$ cat config.mk
export PLATFORM = sky130hd
export DESIGN_NAME = tsc_top
export DESIGN_NICKNAME = d
export VERILOG_FILES = /design/src/rtl/tsc_pkg.sv /design/src/rtl/tsc_module.sv /design/src/rtl/tsc_top.sv
export SDC_FILE = /design/constraint.sdc
export NUM_CORES = 1
export LEC_CHECK = 0
export BUFFER_PORTS_ARGS = -buffer_cell sky130_fd_sc_hd__buf_2
export CORE_ASPECT_RATIO = 1.1
export CORE_MARGIN = 2
export CORE_UTILIZATION = 43
export DETAILED_ROUTE_END_ITERATION = 10
export SLEW_MARGIN = 20
export SYNTH_ARGS = -nofsm -noshare
export SYNTH_HDL_FRONTEND = slang
export SYNTH_SLANG_ARGS = --single-unit
export TNS_END_PERCENT = 100
$ cat constraint.sdc
create_clock -name clk_i -period 4.09 [get_ports clk_i]
set_clock_uncertainty 0.05 [all_clocks]
set_input_delay 0 -clock clk_i [delete_from_list [all_inputs] [get_ports clk_i]]
set_output_delay 0 -clock clk_i [all_outputs]
set_load 0.005 [all_outputs]
$ cat src/rtl/tsc_pkg.sv
// Purpose: shared constants for the touch slot counter control block
// Assumes: AHB-Lite register access, one 32-bit word per register, data in low byte
// Notes:   offsets are byte addresses inside a 4 KiB window
package tsc_pkg;

   // widths
   localparam int unsigned ADDR_W      = 12;
   localparam int unsigned REG_W       = 8;
   localparam int unsigned PRESCALE_W  = 5;
   localparam int unsigned SLOT_W      = 8;
   localparam int unsigned CNT_W       = 16;
   localparam int unsigned REFCAP_W    = 10;
   localparam int unsigned DIV_W       = 3;
   localparam int unsigned IRQ_W       = 3;
   localparam int unsigned MAX_MODULES = 4;

   // common register offsets
   localparam logic [ADDR_W-1:0] OFS_SLOT_PRELOAD = 12'h000;
   localparam logic [ADDR_W-1:0] OFS_CTRL_ZERO    = 12'h004;
   localparam logic [ADDR_W-1:0] OFS_CTRL_ONE     = 12'h008;
   localparam logic [ADDR_W-1:0] OFS_FUNC_LOW     = 12'h00c;
   localparam logic [ADDR_W-1:0] OFS_FUNC_HIGH    = 12'h010;
   localparam logic [ADDR_W-1:0] OFS_IRQ_STATUS   = 12'h014;
   localparam logic [ADDR_W-1:0] OFS_IRQ_MASK     = 12'h018;

   // per-module register block
   localparam logic [ADDR_W-1:0] MOD_BASE         = 12'h020;
   localparam logic [ADDR_W-1:0] MOD_STRIDE       = 12'h020;
   localparam logic [ADDR_W-1:0] MOFS_SENSE_LOW   = 12'h000;
   localparam logic [ADDR_W-1:0] MOFS_SENSE_HIGH  = 12'h004;
   localparam logic [ADDR_W-1:0] MOFS_REFCAP_LOW  = 12'h008;
   localparam logic [ADDR_W-1:0] MOFS_REFCAP_HIGH = 12'h00c;
   localparam logic [ADDR_W-1:0] MOFS_CTRL_ZERO   = 12'h010;
   localparam logic [ADDR_W-1:0] MOFS_CTRL_ONE    = 12'h014;

   // touch_control_zero fields
   localparam int unsigned C0_SLOT_OVF  = 6;
   localparam int unsigned C0_START     = 5;
   localparam int unsigned C0_SENSE_OVF = 4;
   localparam int unsigned C0_FUNC_OVF  = 3;
   localparam int unsigned C0_SHARED    = 2;
   localparam int unsigned C0_FSEL_LO   = 0;
   localparam logic [REG_W-1:0] C0_RW_MASK = 8'h27;

   // module_control_one fields
   localparam int unsigned MC1_SLOT_CLK = 7;
   localparam logic [REG_W-1:0] MC1_MASK = 8'hbf;

   // reset values and implemented bits
   localparam logic [REG_W-1:0] PRELOAD_RST   = 8'h00;
   localparam logic [REG_W-1:0] C0_RST        = 8'h00;
   localparam logic [1:0]       FREQ_SEL_RST  = 2'h3;
   localparam logic [REG_W-1:0] MOD_REG_RST   = 8'h00;

   // irq status bits
   localparam int unsigned IRQ_SLOT  = 0;
   localparam int unsigned IRQ_SENSE = 1;
   localparam int unsigned IRQ_FUNC  = 2;

   typedef enum logic [3:0] {
      BUS_IDLE    = 4'b0001,
      BUS_WRITE   = 4'b0010,
      BUS_RD_WAIT = 4'b0100,
      BUS_RD_DONE = 4'b1000
   } tsc_bus_e;

endpackage : tsc_pkg

$ cat src/rtl/tsc_module.sv
// Purpose: one touch module: unit prescaler, slot counter and sense counter
// Assumes: oscillator inputs synchronous to clk_i, slower than clk_i/2
// Notes:   counting edges of the oscillators, not clocking on them
`timescale 1ns/1ps
module tsc_module (
   // clock and reset
   input  wire logic                        clk_i,
   input  wire logic                        rst_b_i,
   // control
   input  wire logic                        clear_i,
   input  wire logic                        load_i,
   input  wire logic                        count_en_i,
   input  wire logic [tsc_pkg::SLOT_W-1:0]  preload_i,
   input  wire logic                        slot_clk_sel_i,
   input  wire logic                        sys_div4_en_i,
   // oscillators
   input  wire logic                        ref_osc_i,
   input  wire logic                        sense_osc_i,
   // results
   output logic                             slot_ovf_o,
   output logic                             sense_ovf_o,
   output logic [tsc_pkg::CNT_W-1:0]        sense_count_o
);
   import tsc_pkg::*;

   logic                  ref_prev;
   logic                  sense_prev;
   logic [PRESCALE_W-1:0] prescale;
   logic [SLOT_W-1:0]     slot_count;
   logic                  tick;
   logic                  unit_done;
   logic                  sense_inc;

   always_ff @(posedge clk_i or negedge rst_b_i) begin
      if (!rst_b_i) begin
         ref_prev   <= 1'b0;
         sense_prev <= 1'b0;
      end else begin
         ref_prev   <= ref_osc_i;
         sense_prev <= sense_osc_i;
      end
   end

   assign tick = count_en_i & (slot_clk_sel_i ? sys_div4_en_i : (ref_osc_i & ~ref_prev));
   assign unit_done  = tick & (&prescale);
   assign slot_ovf_o = unit_done & (&slot_count);
   assign sense_inc  = count_en_i & sense_osc_i & ~sense_prev;
   assign sense_ovf_o = sense_inc & (&sense_count_o);

   always_ff @(posedge clk_i or negedge rst_b_i) begin
      if (!rst_b_i) begin
         prescale <= '0;
      end else if (clear_i) begin
         prescale <= '0;
      end else if (tick) begin
         prescale <= prescale + 1'b1;
      end
   end

   // slot counter kept when start drops
   always_ff @(posedge clk_i or negedge rst_b_i) begin
      if (!rst_b_i) begin
         slot_count <= '0;
      end else if (load_i) begin
         slot_count <= preload_i;
      end else if (unit_done) begin
         slot_count <= slot_count + 1'b1;
      end
   end

   always_ff @(posedge clk_i or negedge rst_b_i) begin
      if (!rst_b_i) begin
         sense_count_o <= '0;
      end else if (clear_i) begin
         sense_count_o <= '0;
      end else if (sense_inc) begin
         sense_count_o <= sense_count_o + 1'b1;
      end
   end

endmodule : tsc_module

$ cat src/rtl/tsc_top.sv
// Purpose: touch slot counter control with AHB-Lite register access
// Assumes: oscillator and sense inputs synchronous to clk_i
// Notes:   reads take one wait state, writes none
// Operation
// - slot period is (256-preload) times 32 ticks
// - 5-bit prescaler advances slot counter each 32
// - slot overflow sets flag and touch irq
// - slot overflow stops oscillators and all counters
// - slot flag only cleared by writing zero
// - start low clears sense, function, prescale counters
// - start low leaves slot counter uncleared
// - start rising edge enables counters and oscillators
// - sense overflow sets flag, write zero clears
// - function overflow sets flag, write zero clears
// - shared select picks own or module 0 slot
// - function clock is fsys divided 1,2,4,8
// - oscillator frequency select, resets to code 3
// - function counter holds value after slot overflow
// - function count reads zero while start low
// - frequency register upper bits read zero
// - sense counter wraps on overflow, holds after slot overflow until start low
// - slot clock is reference oscillator or fsys/4
`timescale 1ns/1ps
module tsc_top #(
   parameter int unsigned NUM_MODULES = 2
) (
   // clock and reset
   input  wire logic                                       clk_i,
   input  wire logic                                       rst_b_i,
   // ahb-lite slave
   input  wire logic                                       hsel_i,
   input  wire logic [31:0]                                haddr_i,
   input  wire logic [1:0]                                 htrans_i,
   input  wire logic                                       hwrite_i,
   input  wire logic [2:0]                                 hsize_i,
   input  wire logic [31:0]                                hwdata_i,
   input  wire logic                                       hready_i,
   output logic                                            hreadyout_o,
   output logic                                            hresp_o,
   output logic [31:0]                                     hrdata_o,
   // oscillators, one per module
   input  wire logic [NUM_MODULES-1:0]                     ref_osc_i,
   input  wire logic [NUM_MODULES-1:0]                     sense_osc_i,
   output logic [NUM_MODULES-1:0]                          osc_run_o,
   output logic [1:0]                                      osc_freq_sel_o,
   // per-module analogue settings
   output logic [NUM_MODULES*tsc_pkg::REG_W-1:0]           module_ctrl_zero_o,
   output logic [NUM_MODULES*tsc_pkg::REG_W-1:0]           module_ctrl_one_o,
   output logic [NUM_MODULES*tsc_pkg::REFCAP_W-1:0]        module_refcap_o,
   // interrupt
   output logic                                            irq_o
);
   import tsc_pkg::*;

   if (NUM_MODULES < 1 || NUM_MODULES > MAX_MODULES) begin : g_bad_count
      $error("tsc_top: NUM_MODULES must be 1 to 4");
   end

   tsc_bus_e              bus_state;
   tsc_bus_e              next_bus_state;
   logic [ADDR_W-1:0]     addr_q;
   logic                  accept;
   logic                  wr_en;
   logic [REG_W-1:0]      wdata;
   logic [REG_W-1:0]      rd_mux;

   logic [REG_W-1:0]      slot_preload;
   logic                  start;
   logic                  start_prev;
   logic                  start_rise;
   logic                  shared_slot;
   logic [1:0]            func_clk_sel;
   logic [1:0]            freq_sel;
   logic                  slot_ovf_flag;
   logic                  sense_ovf_flag;
   logic                  func_ovf_flag;
   logic [IRQ_W-1:0]      irq_status;
   logic [IRQ_W-1:0]      irq_mask;
   logic [IRQ_W-1:0]      irq_event;

   logic                  run;
   logic                  global_ovf;
   logic [DIV_W-1:0]      div_cnt;
   logic                  func_en;
   logic                  div4_en;
   logic [CNT_W-1:0]      func_count;
   logic                  func_inc;
   logic                  func_ovf;
   logic                  sense_ovf_any;

   logic [NUM_MODULES-1:0] mod_done;
   logic [NUM_MODULES-1:0] mod_en;
   logic [NUM_MODULES-1:0] mod_slot_ovf;
   logic [NUM_MODULES-1:0] mod_sense_ovf;
   logic [CNT_W-1:0]       mod_sense [NUM_MODULES];
   logic [REFCAP_W-1:0]    mod_refcap [NUM_MODULES];
   logic [REG_W-1:0]       mod_ctrl0 [NUM_MODULES];
   logic [REG_W-1:0]       mod_ctrl1 [NUM_MODULES];
   logic [ADDR_W-1:0]      mofs [NUM_MODULES];
   // bus slave: a read waits one cycle so any write just before has landed
   assign accept      = hsel_i & hready_i & htrans_i[1];
   assign hreadyout_o = (bus_state != BUS_RD_WAIT);
   assign hresp_o     = 1'b0;
   assign wr_en       = (bus_state == BUS_WRITE);
   assign wdata       = hwdata_i[REG_W-1:0];

   always_comb begin
      next_bus_state = bus_state;
      unique case (bus_state)
         BUS_RD_WAIT: next_bus_state = BUS_RD_DONE;
         BUS_IDLE, BUS_WRITE, BUS_RD_DONE: begin
            if (accept) begin
               next_bus_state = hwrite_i ? BUS_WRITE : BUS_RD_WAIT;
            end else begin
               next_bus_state = BUS_IDLE;
            end
         end
         default: next_bus_state = BUS_IDLE;
      endcase
   end

   always_ff @(posedge clk_i or negedge rst_b_i) begin
      if (!rst_b_i) begin
         bus_state <= BUS_IDLE;
         addr_q    <= '0;
      end else begin
         bus_state <= next_bus_state;
         if (accept && hreadyout_o) begin
            addr_q <= haddr_i[ADDR_W-1:0];
         end
      end
   end

   always_ff @(posedge clk_i or negedge rst_b_i) begin
      if (!rst_b_i) begin
         hrdata_o <= '0;
      end else if (bus_state == BUS_RD_WAIT) begin
         hrdata_o <= {24'h000000, rd_mux};
      end
   end

   // common control registers
   always_ff @(posedge clk_i or negedge rst_b_i) begin
      if (!rst_b_i) begin
         slot_preload <= PRELOAD_RST;
         start        <= C0_RST[C0_START];
         shared_slot  <= C0_RST[C0_SHARED];
         func_clk_sel <= C0_RST[C0_FSEL_LO +: 2];
         freq_sel     <= FREQ_SEL_RST;
         irq_mask     <= '0;
      end else if (wr_en) begin
         if (addr_q == OFS_SLOT_PRELOAD) slot_preload <= wdata;
         if (addr_q == OFS_CTRL_ZERO) begin
            start        <= wdata[C0_START];
            shared_slot  <= wdata[C0_SHARED];
            func_clk_sel <= wdata[C0_FSEL_LO +: 2];
         end
         // frequency code, only two bits held
         if (addr_q == OFS_CTRL_ONE) freq_sel <= wdata[1:0];
         if (addr_q == OFS_IRQ_MASK) irq_mask <= wdata[IRQ_W-1:0];
      end
   end

   assign osc_freq_sel_o = freq_sel;
   assign start_rise     = start & ~start_prev;

   always_ff @(posedge clk_i or negedge rst_b_i) begin
      if (!rst_b_i) begin
         start_prev <= 1'b0;
      end else begin
         start_prev <= start;
      end
   end

   // module 0 alone or every module decides the end
   assign global_ovf = run & (shared_slot ? mod_slot_ovf[0] : (&(mod_done | mod_slot_ovf)));

   always_ff @(posedge clk_i or negedge rst_b_i) begin
      if (!rst_b_i) begin
         run <= 1'b0;
      end else if (!start) begin
         run <= 1'b0;
      end else if (start_rise) begin
         run <= 1'b1;
      end else if (global_ovf) begin
         run <= 1'b0;
      end
   end

   // free divider shared by the function clock and the fsys/4 slot clock
   always_ff @(posedge clk_i or negedge rst_b_i) begin
      if (!rst_b_i) begin
         div_cnt <= '0;
      end else begin
         div_cnt <= div_cnt + 1'b1;
      end
   end

   assign div4_en = &div_cnt[1:0];

   always_comb begin
      func_en = 1'b1;
      unique case (func_clk_sel)
         2'h0: func_en = 1'b1;
         2'h1: func_en = div_cnt[0];
         2'h2: func_en = &div_cnt[1:0];
         2'h3: func_en = &div_cnt;
      endcase
   end

   assign func_inc = run & func_en;
   assign func_ovf = func_inc & (&func_count);

   always_ff @(posedge clk_i or negedge rst_b_i) begin
      if (!rst_b_i) begin
         func_count <= '0;
      end else if (!start) begin
         func_count <= '0;
      end else if (func_inc) begin
         func_count <= func_count + 1'b1;
      end
   end

   assign sense_ovf_any = |mod_sense_ovf;

   // write one has no effect, set beats clear
   always_ff @(posedge clk_i or negedge rst_b_i) begin
      if (!rst_b_i) begin
         slot_ovf_flag  <= 1'b0;
         sense_ovf_flag <= 1'b0;
         func_ovf_flag  <= 1'b0;
      end else begin
         if (global_ovf) begin
            slot_ovf_flag <= 1'b1;
         end else if (wr_en && addr_q == OFS_CTRL_ZERO && !wdata[C0_SLOT_OVF]) begin
            slot_ovf_flag <= 1'b0;
         end
         if (sense_ovf_any) begin
            sense_ovf_flag <= 1'b1;
         end else if (wr_en && addr_q == OFS_CTRL_ZERO && !wdata[C0_SENSE_OVF]) begin
            sense_ovf_flag <= 1'b0;
         end
         if (func_ovf) begin
            func_ovf_flag <= 1'b1;
         end else if (wr_en && addr_q == OFS_CTRL_ZERO && !wdata[C0_FUNC_OVF]) begin
            func_ovf_flag <= 1'b0;
         end
      end
   end

   // touch irq request on slot overflow, others on sense and function overflow
   assign irq_event[IRQ_SLOT]  = global_ovf;
   assign irq_event[IRQ_SENSE] = sense_ovf_any;
   assign irq_event[IRQ_FUNC]  = func_ovf;

   // sticky status, write one to clear, a new event wins
   always_ff @(posedge clk_i or negedge rst_b_i) begin
      if (!rst_b_i) begin
         irq_status <= '0;
      end else if (wr_en && addr_q == OFS_IRQ_STATUS) begin
         irq_status <= (irq_status & ~wdata[IRQ_W-1:0]) | irq_event;
      end else begin
         irq_status <= irq_status | irq_event;
      end
   end

   assign irq_o = |(irq_status & irq_mask);

   // per-module counters and registers
   for (genvar m = 0; m < NUM_MODULES; m++) begin : g_mod
      localparam logic [ADDR_W-1:0] MB = MOD_BASE + ADDR_W'(m) * MOD_STRIDE;
      assign mofs[m] = addr_q - MB;

      // in own-slot mode a module stops at its own overflow
      assign mod_en[m]    = run & ~(mod_done[m] & ~shared_slot);
      assign osc_run_o[m] = mod_en[m];

      always_ff @(posedge clk_i or negedge rst_b_i) begin
         if (!rst_b_i) begin
            mod_done[m] <= 1'b0;
         end else if (start_rise) begin
            mod_done[m] <= 1'b0;
         end else if (mod_slot_ovf[m] && run) begin
            mod_done[m] <= 1'b1;
         end
      end

      always_ff @(posedge clk_i or negedge rst_b_i) begin
         if (!rst_b_i) begin
            mod_refcap[m] <= '0;
            mod_ctrl0[m]  <= MOD_REG_RST;
            mod_ctrl1[m]  <= MOD_REG_RST;
         end else if (wr_en) begin
            if (mofs[m] == MOFS_REFCAP_LOW) mod_refcap[m][7:0] <= wdata;
            if (mofs[m] == MOFS_REFCAP_HIGH) mod_refcap[m][REFCAP_W-1:8] <= wdata[REFCAP_W-9:0];
            if (mofs[m] == MOFS_CTRL_ZERO) mod_ctrl0[m] <= wdata;
            if (mofs[m] == MOFS_CTRL_ONE) mod_ctrl1[m] <= wdata & MC1_MASK;
         end
      end

      assign module_ctrl_zero_o[m*REG_W +: REG_W]      = mod_ctrl0[m];
      assign module_ctrl_one_o[m*REG_W +: REG_W]       = mod_ctrl1[m];
      assign module_refcap_o[m*REFCAP_W +: REFCAP_W]   = mod_refcap[m];

      tsc_module u_module (
         .clk_i          (clk_i),
         .rst_b_i        (rst_b_i),
         .clear_i        (~start),
         .load_i         (start_rise),
         .count_en_i     (mod_en[m]),
         .preload_i      (slot_preload),
         .slot_clk_sel_i (mod_ctrl1[m][MC1_SLOT_CLK]),
         .sys_div4_en_i  (div4_en),
         .ref_osc_i      (ref_osc_i[m]),
         .sense_osc_i    (sense_osc_i[m]),
         .slot_ovf_o     (mod_slot_ovf[m]),
         .sense_ovf_o    (mod_sense_ovf[m]),
         .sense_count_o  (mod_sense[m])
      );
   end

   // read mux; unmapped words and reserved bits read zero
   always_comb begin
      rd_mux = '0;
      unique case (addr_q)
         OFS_SLOT_PRELOAD: rd_mux = slot_preload;
         OFS_CTRL_ZERO: begin
            rd_mux[C0_SLOT_OVF]       = slot_ovf_flag;
            rd_mux[C0_START]          = start;
            rd_mux[C0_SENSE_OVF]      = sense_ovf_flag;
            rd_mux[C0_FUNC_OVF]       = func_ovf_flag;
            rd_mux[C0_SHARED]         = shared_slot;
            rd_mux[C0_FSEL_LO +: 2]   = func_clk_sel;
         end
         OFS_CTRL_ONE:     rd_mux = {6'h00, freq_sel};
         OFS_FUNC_LOW:     rd_mux = func_count[7:0];
         OFS_FUNC_HIGH:    rd_mux = func_count[15:8];
         OFS_IRQ_STATUS:   rd_mux = {5'h00, irq_status};
         OFS_IRQ_MASK:     rd_mux = {5'h00, irq_mask};
         default: begin
            for (int m = 0; m < NUM_MODULES; m++) begin
               if (mofs[m] == MOFS_SENSE_LOW) rd_mux = mod_sense[m][7:0];
               if (mofs[m] == MOFS_SENSE_HIGH) rd_mux = mod_sense[m][15:8];
               if (mofs[m] == MOFS_REFCAP_LOW) rd_mux = mod_refcap[m][7:0];
               if (mofs[m] == MOFS_REFCAP_HIGH) rd_mux = {6'h00, mod_refcap[m][REFCAP_W-1:8]};
               if (mofs[m] == MOFS_CTRL_ZERO) rd_mux = mod_ctrl0[m];
               if (mofs[m] == MOFS_CTRL_ONE) rd_mux = mod_ctrl1[m];
            end
         end
      endcase
   end

endmodule : tsc_top

======== Word-level counts from Yosys, hierarchy flattened ========
Cells that the tools add are included.
Widths: inputs -> output; s select.
word-level totals
  output and inout port bits .............. 91
  input bits .............................. 78
  RAM bits ................................ 0
  memory bits (read-only) ................. 0
  latch bits .............................. 0
  flip-flop bits (word level) ............. 182
  memories ................................ 0
operators by class
  bitwise logic cells ..................... 38
  shifts and indexed selects .............. 0
  magnitude comparators ................... 0
  $mul .................................... 0
  equality and inequality tests ........... 30
  div/mod/pow operators ................... 0
  add/subtract/negate cells ............... 10
  reduce and logical (&&, ||, !) cells .... 48
  muxes and demuxes ....................... 49
operators by type and width
  operator               count
  $mux 8                 16
  $mux 16                6
  $eq 12x5->1 const B    7
  $eq 12x4->1 const B    6
  $pmux 7 s7             1
  $add 16x1->16 const B  3
  $reduce_and 16->1      3
  $eq 12x3->1 const B    3
  $logic_not 12->1       3
  $reduce_and 2->1       14
  $and 1x1->1            24
  $mux 5                 4
  $add 8x1->8 const B    2
  $mux 1                 16
  $reduce_and 8->1       2
  $reduce_bool 2->1      7
  $sub 12x6->12 const B  1
  $sub 12x7->12 const B  1
  $add 5x1->5 const B    2
  $ne 2x1->1 const B     5
  $reduce_and 5->1       2
  $mux 3                 3
  $logic_and 1x1->1      8
  $not 1->1              8
  other kinds (21)       28

======== Longest topological paths before layout ========
  depth in word-level cells ............... 15
  mapped depth ............................ 9
  mapped depth without buffers ............ 8

======== Hierarchy ========
A second synthesis with hierarchy kept.
unflattened totals
  cell total of the unflattened synthesis .. 949
  area total of the unflattened synthesis .. 9894.5 um2
modules (own cells, without submodules)
  module      area an instance (um2)  cells an instance  instances
  tsc_top     6623.9                  621                1
  tsc_module  1635.3                  164                2

======== Worst setup path before layout ========
OpenSTA, ideal clock, no wires.
  path kind ............................... register -> register
  start ................................... register addr_q[6]
  end ..................................... register mod_refcap (netlist bit module_refcap_o[0])
  required time ........................... 3915 ps
  setup slack ............................. 1846 ps
  cell stages (with the launch flop) ...... 9
  period minus slack after synthesis ...... 2244 ps
  arrival time ............................ 2069 ps
  buffers on the path ..................... 1
  cells stage by stage .................... dfrtp_1 -> inv_1 -> ha_1 -> or4b_1 -> o41ai_1 -> nor3_1 -> buf_2 -> nand3_2 -> mux2_2
between the ends
  longest elaborated chain between the ends .. 3
ends and longest elaborated chain
  element                            line            source
  start, declared                    tsc_top.sv:61   logic [ADDR_W-1:0] addr_q;
  start signal, assigned             tsc_top.sv:129  addr_q <= haddr_i[ADDR_W-1:0];
  $sub 12x6->12                      tsc_top.sv:272  assign mofs[m] = addr_q - MB;
  $eq 12x4->1                        tsc_top.sv:294  if (mofs[m] == MOFS_REFCAP_LOW) mod_refcap[m][7:0] <= wdata;
  $reduce_and 2->1 (no source line)  n/a
  end signal, assigned by index      tsc_top.sv:294
  end signal, assigned by index      tsc_top.sv:295  if (mofs[m] == MOFS_REFCAP_HIGH) mod_refcap[m][REFCAP_W-1:8] <= wdata[REFCAP_W-9:0];
  end, declared                      tsc_top.sv:96   logic [REFCAP_W-1:0] mod_refcap [NUM_MODULES];
Every way passes these cells.
A chain may end at the register's enable or synchronous reset.

======== Worst setup path in the final report ========
  start ................................... register addr_q[6]
  end ..................................... register hrdata_o[1]
between the ends
  longest elaborated chain between the ends .. 15
  elaborated cells between the ends (all ways) .. 34
  classes of those cells .................. add/sub (2); eq/ne (16); mux (13); reduce/logical (3)
ends and longest elaborated chain
  element               line            source
  $sub 12x6->12         tsc_top.sv:272
  $logic_not 12->1      tsc_top.sv:342  if (mofs[m] == MOFS_SENSE_LOW) rd_mux = mod_sense[m][7:0];
  $mux 8                tsc_top.sv:342
  $mux 8                tsc_top.sv:343  if (mofs[m] == MOFS_SENSE_HIGH) rd_mux = mod_sense[m][15:8];
  $mux 8                tsc_top.sv:344  if (mofs[m] == MOFS_REFCAP_LOW) rd_mux = mod_refcap[m][7:0];
  $mux 8                tsc_top.sv:345  if (mofs[m] == MOFS_REFCAP_HIGH) rd_mux = {6'h00, mod_refcap[m][REFCAP_W-1:8]};
  $mux 8                tsc_top.sv:346  if (mofs[m] == MOFS_CTRL_ZERO) rd_mux = mod_ctrl0[m];
  $mux 8                tsc_top.sv:347  if (mofs[m] == MOFS_CTRL_ONE) rd_mux = mod_ctrl1[m];
  $mux 8                tsc_top.sv:342
  $mux 8                tsc_top.sv:343
  $mux 8                tsc_top.sv:344
  $mux 8                tsc_top.sv:345
  $mux 8                tsc_top.sv:346
  $mux 8                tsc_top.sv:347
  $pmux 7 s7 (*)        tsc_top.sv:325  unique case (addr_q)
  end signal, assigned  tsc_top.sv:138  hrdata_o <= {24'h000000, rd_mux};
  end, declared         tsc_top.sv:40   output logic [31:0] hrdata_o,
Every way passes the cells marked *; elsewhere a longest branch is shown, timed or not.

==> results.cfg <==
[clock_network]
clock_path_buffers = 2
cts-buffers-inserted = 17
clk_latency_ps = 440
cts_tree = built
clock_sinks = 182
cts-resized-gates = 0
cts.clk_slew.worst_paths_ps = 70
cts.htree.levels = 4
cts_root_buf = clkbuf_16

[timing]
clock.fmax_mhz = 330
max-slew-margin-rel_pct = 33.8
slew_viol_final = 0
worst_slack_ps = 1060
fin_crit_ps = 3030
rsz0062_at_grt = false
finalCritPeriodShare_pct = 74.2
final-hold-violation-count = 0
finalSetupViolCount = 0
tns_ps = 0
tightestPinTransition_ps = 994

[synthesis]
synth_edf_count = 0
mappedNetlistArea_mm2 = 0.00968
yosys.cell_types.count = 77
ys_seq_area_share_pct = 47.1
ys.flop_type = dfrtp_1
synthArstFlopShare_pct = 100
syn_inst = 920
synth_seq_cells = 182
syn_avg_cell_area_um2 = 10.5
synth_warnings = 0

[drt]
initialDrtViolationCount = 528
vias = 7682
drc_errors = 0
antenna_left = 0
wl_um = 27800
drtPass1Iterations = 5
avgViaCountPerCell = 5.71
wl_per_cell_um = 20.7

[grt]
grt_pass1_vias = 7610
overflow = 0
grt_usage_pct = 24.2
grt_pass1_wl_um = 44100
grt_max_degree = 108
antenna_found_initial = 1

[setup_path]
worstSetupStartpointType = register
crit_arrival_ps = 3300
worst-setup-path-type = reg -> reg
worstPathRequired_ps = 4360
crit_path_max_fanout = 14
cp-end-kind = register

[floorplan]
io_pins = 169
core.rowCount = 57
fp.dieW_um = 147
start_util_pct = 43.8
die_h_um = 161
core_mm2 = 0.0221
fp.dieArea_mm2 = 0.0237

[finish]
drive_above_1_share_pct = 23.8
areaGrowthSynthToFinish_pct = 17.1
layout_common_cells = 179 x dfrtp_1, 92 x buf_2, 77 x mux2_2
layout_commonest_cell = dfrtp_1
fillers = 2101
fin_nets = 1126

[pwr]
vdd_drop_max_mv = 0.277
p_per_area_mw_per_mm2 = 395
p_leak_nw = 5.02

[placed_design]
numPortBuffers = 93
dp_hpwl_um = 20100
pre_cts_slack_ps = 1230
gp_congestion = 0.960

[hold_path]
min_path_type = in -> reg

[job]
drv_cap = 0

[status]
status = completed
worst max-delay path: stages, from the launching register on:
cell and delay, ps:
dfrtp_1 730, inv_1 240, ha_1 280, or4b_1 170
o41ai_1 90, or3_1 520, nor4_1 370, nor3b_1 110
a221o_1 350
area by class of cell:
type                    count  area (um2)  area share (%)
diodes                      1        2.50          0.0221
well taps                 295         369            3.26
flip-flops and latches    182        4560            40.2
repair buffers            140         897            7.92
clock inverters            14         235            2.08
multi-input cells         676        4760            42.0
clock buffers              18         439            3.88
inverters                  19        71.3           0.629
state kept, by name, summed over array words and instances (netlist names), 10 cells and up:
register	flops
module_ctrl_zero_o	16
func_count	16
g_mod.u_module.sense_count_o	32
g_mod.u_module.slot_count	16
g_mod.u_module.prescale	10
module_refcap_o	20
addr_q	12
module_ctrl_one_o	14
Yosys cell counts (16+ instances only):
master      n  share of area, %
a21oi_1    39               2.0
nand4_1    23               1.5
o21ai_0    26               1.3
nor2b_1    16               1.0
and2_1     47               3.0
and3_1     18               1.2
mux2_2     77               9.0
nor3_1     25               1.3
buf_4      32               2.5
xnor2_1    33               3.0
mux2i_1    19               2.0
nor2_1     51               2.0
clkbuf_1   21              0.81
inv_1      18              0.70
nand2_1    52               2.0
xor2_1     28               2.5
nand3_1    29               1.5
dfrtp_1   179                46
path summary, 6_finish.rpt:
check	cells past startpoint	startpoint	slack [ps]	end
setup reg to reg	8	addr_q[6]$_DFFE_PN0P_	1060	hrdata_o[1]$_DFFE_PN0P_
hold / removal	3	hwdata_i[3]	30	func_ovf_flag$_DFFE_PN0P_
hold reg to reg	1	div_cnt[0]$_DFF_PN0_	400	div_cnt[0]$_DFF_PN0_
max in group asynchronous	3	rst_b_i	2680	sense_ovf_flag$_DFFE_PN0P_
setup / recovery	8	addr_q[6]$_DFFE_PN0P_	1060	hrdata_o[1]$_DFFE_PN0P_
min in group asynchronous	2	rst_b_i	200	g_mod[1].u_module.prescale[0]$_DFFE_PN0P_
power by group:
group          switching [mW]  leakage (nW)  internal [mW]  total (mW)
registers               0.140          2.34           1.88        2.02
clock network           0.767         0.331           1.12        1.89
logic                   0.333          2.36          0.229       0.562
logic make-up after synthesis:
group / after synthesis / share of synthesized area [%]
compound gates: 154 / 10.8
xor+xnor: 61 / 5.52
fa+ha+maj: 12 / 1.55
buf+inv: 88 / 4.89
flops: 182 / 47.1
mux: 97 / 11.2
other cells: 1 / 0.0388
simple gates: 325 / 18.9
stage by stage:
step | instance area [um2] | hold slack (ps) | total power, mW | cells | utilization, %
finish | 11300 | 28.5 | 4.47 | 1345 | 51.3
global route | 11300 | 15.9 | 4.63 | 1345 | 51.3
CTS | 11300 | 7.93 | 4.49 | 1344 | 51.2
detailed placement | 10400 | 69.3 | 2.59 | 1284 | 46.9
global placement | 10400 | 71.9 | 2.58 | 1284 | 46.9
floorplan | 9770 | -346 | 2.36 | 946 | -
layer usage:
metal,track usage (%),vias to the layer above,share of wire [%]
li1,-,3509,-
met1,33.3,3861,45
met2,38.5,268,47
met3,4.83,44,6.2
met4,8.17,0,2.4
met5,0,-,0
timing repair:
item	4_1_cts	5_1_grt
setup buffers	0	0
hold endpoints to repair	153	0
hold buffers	28	0
Power figures use the tool's default switching activity.
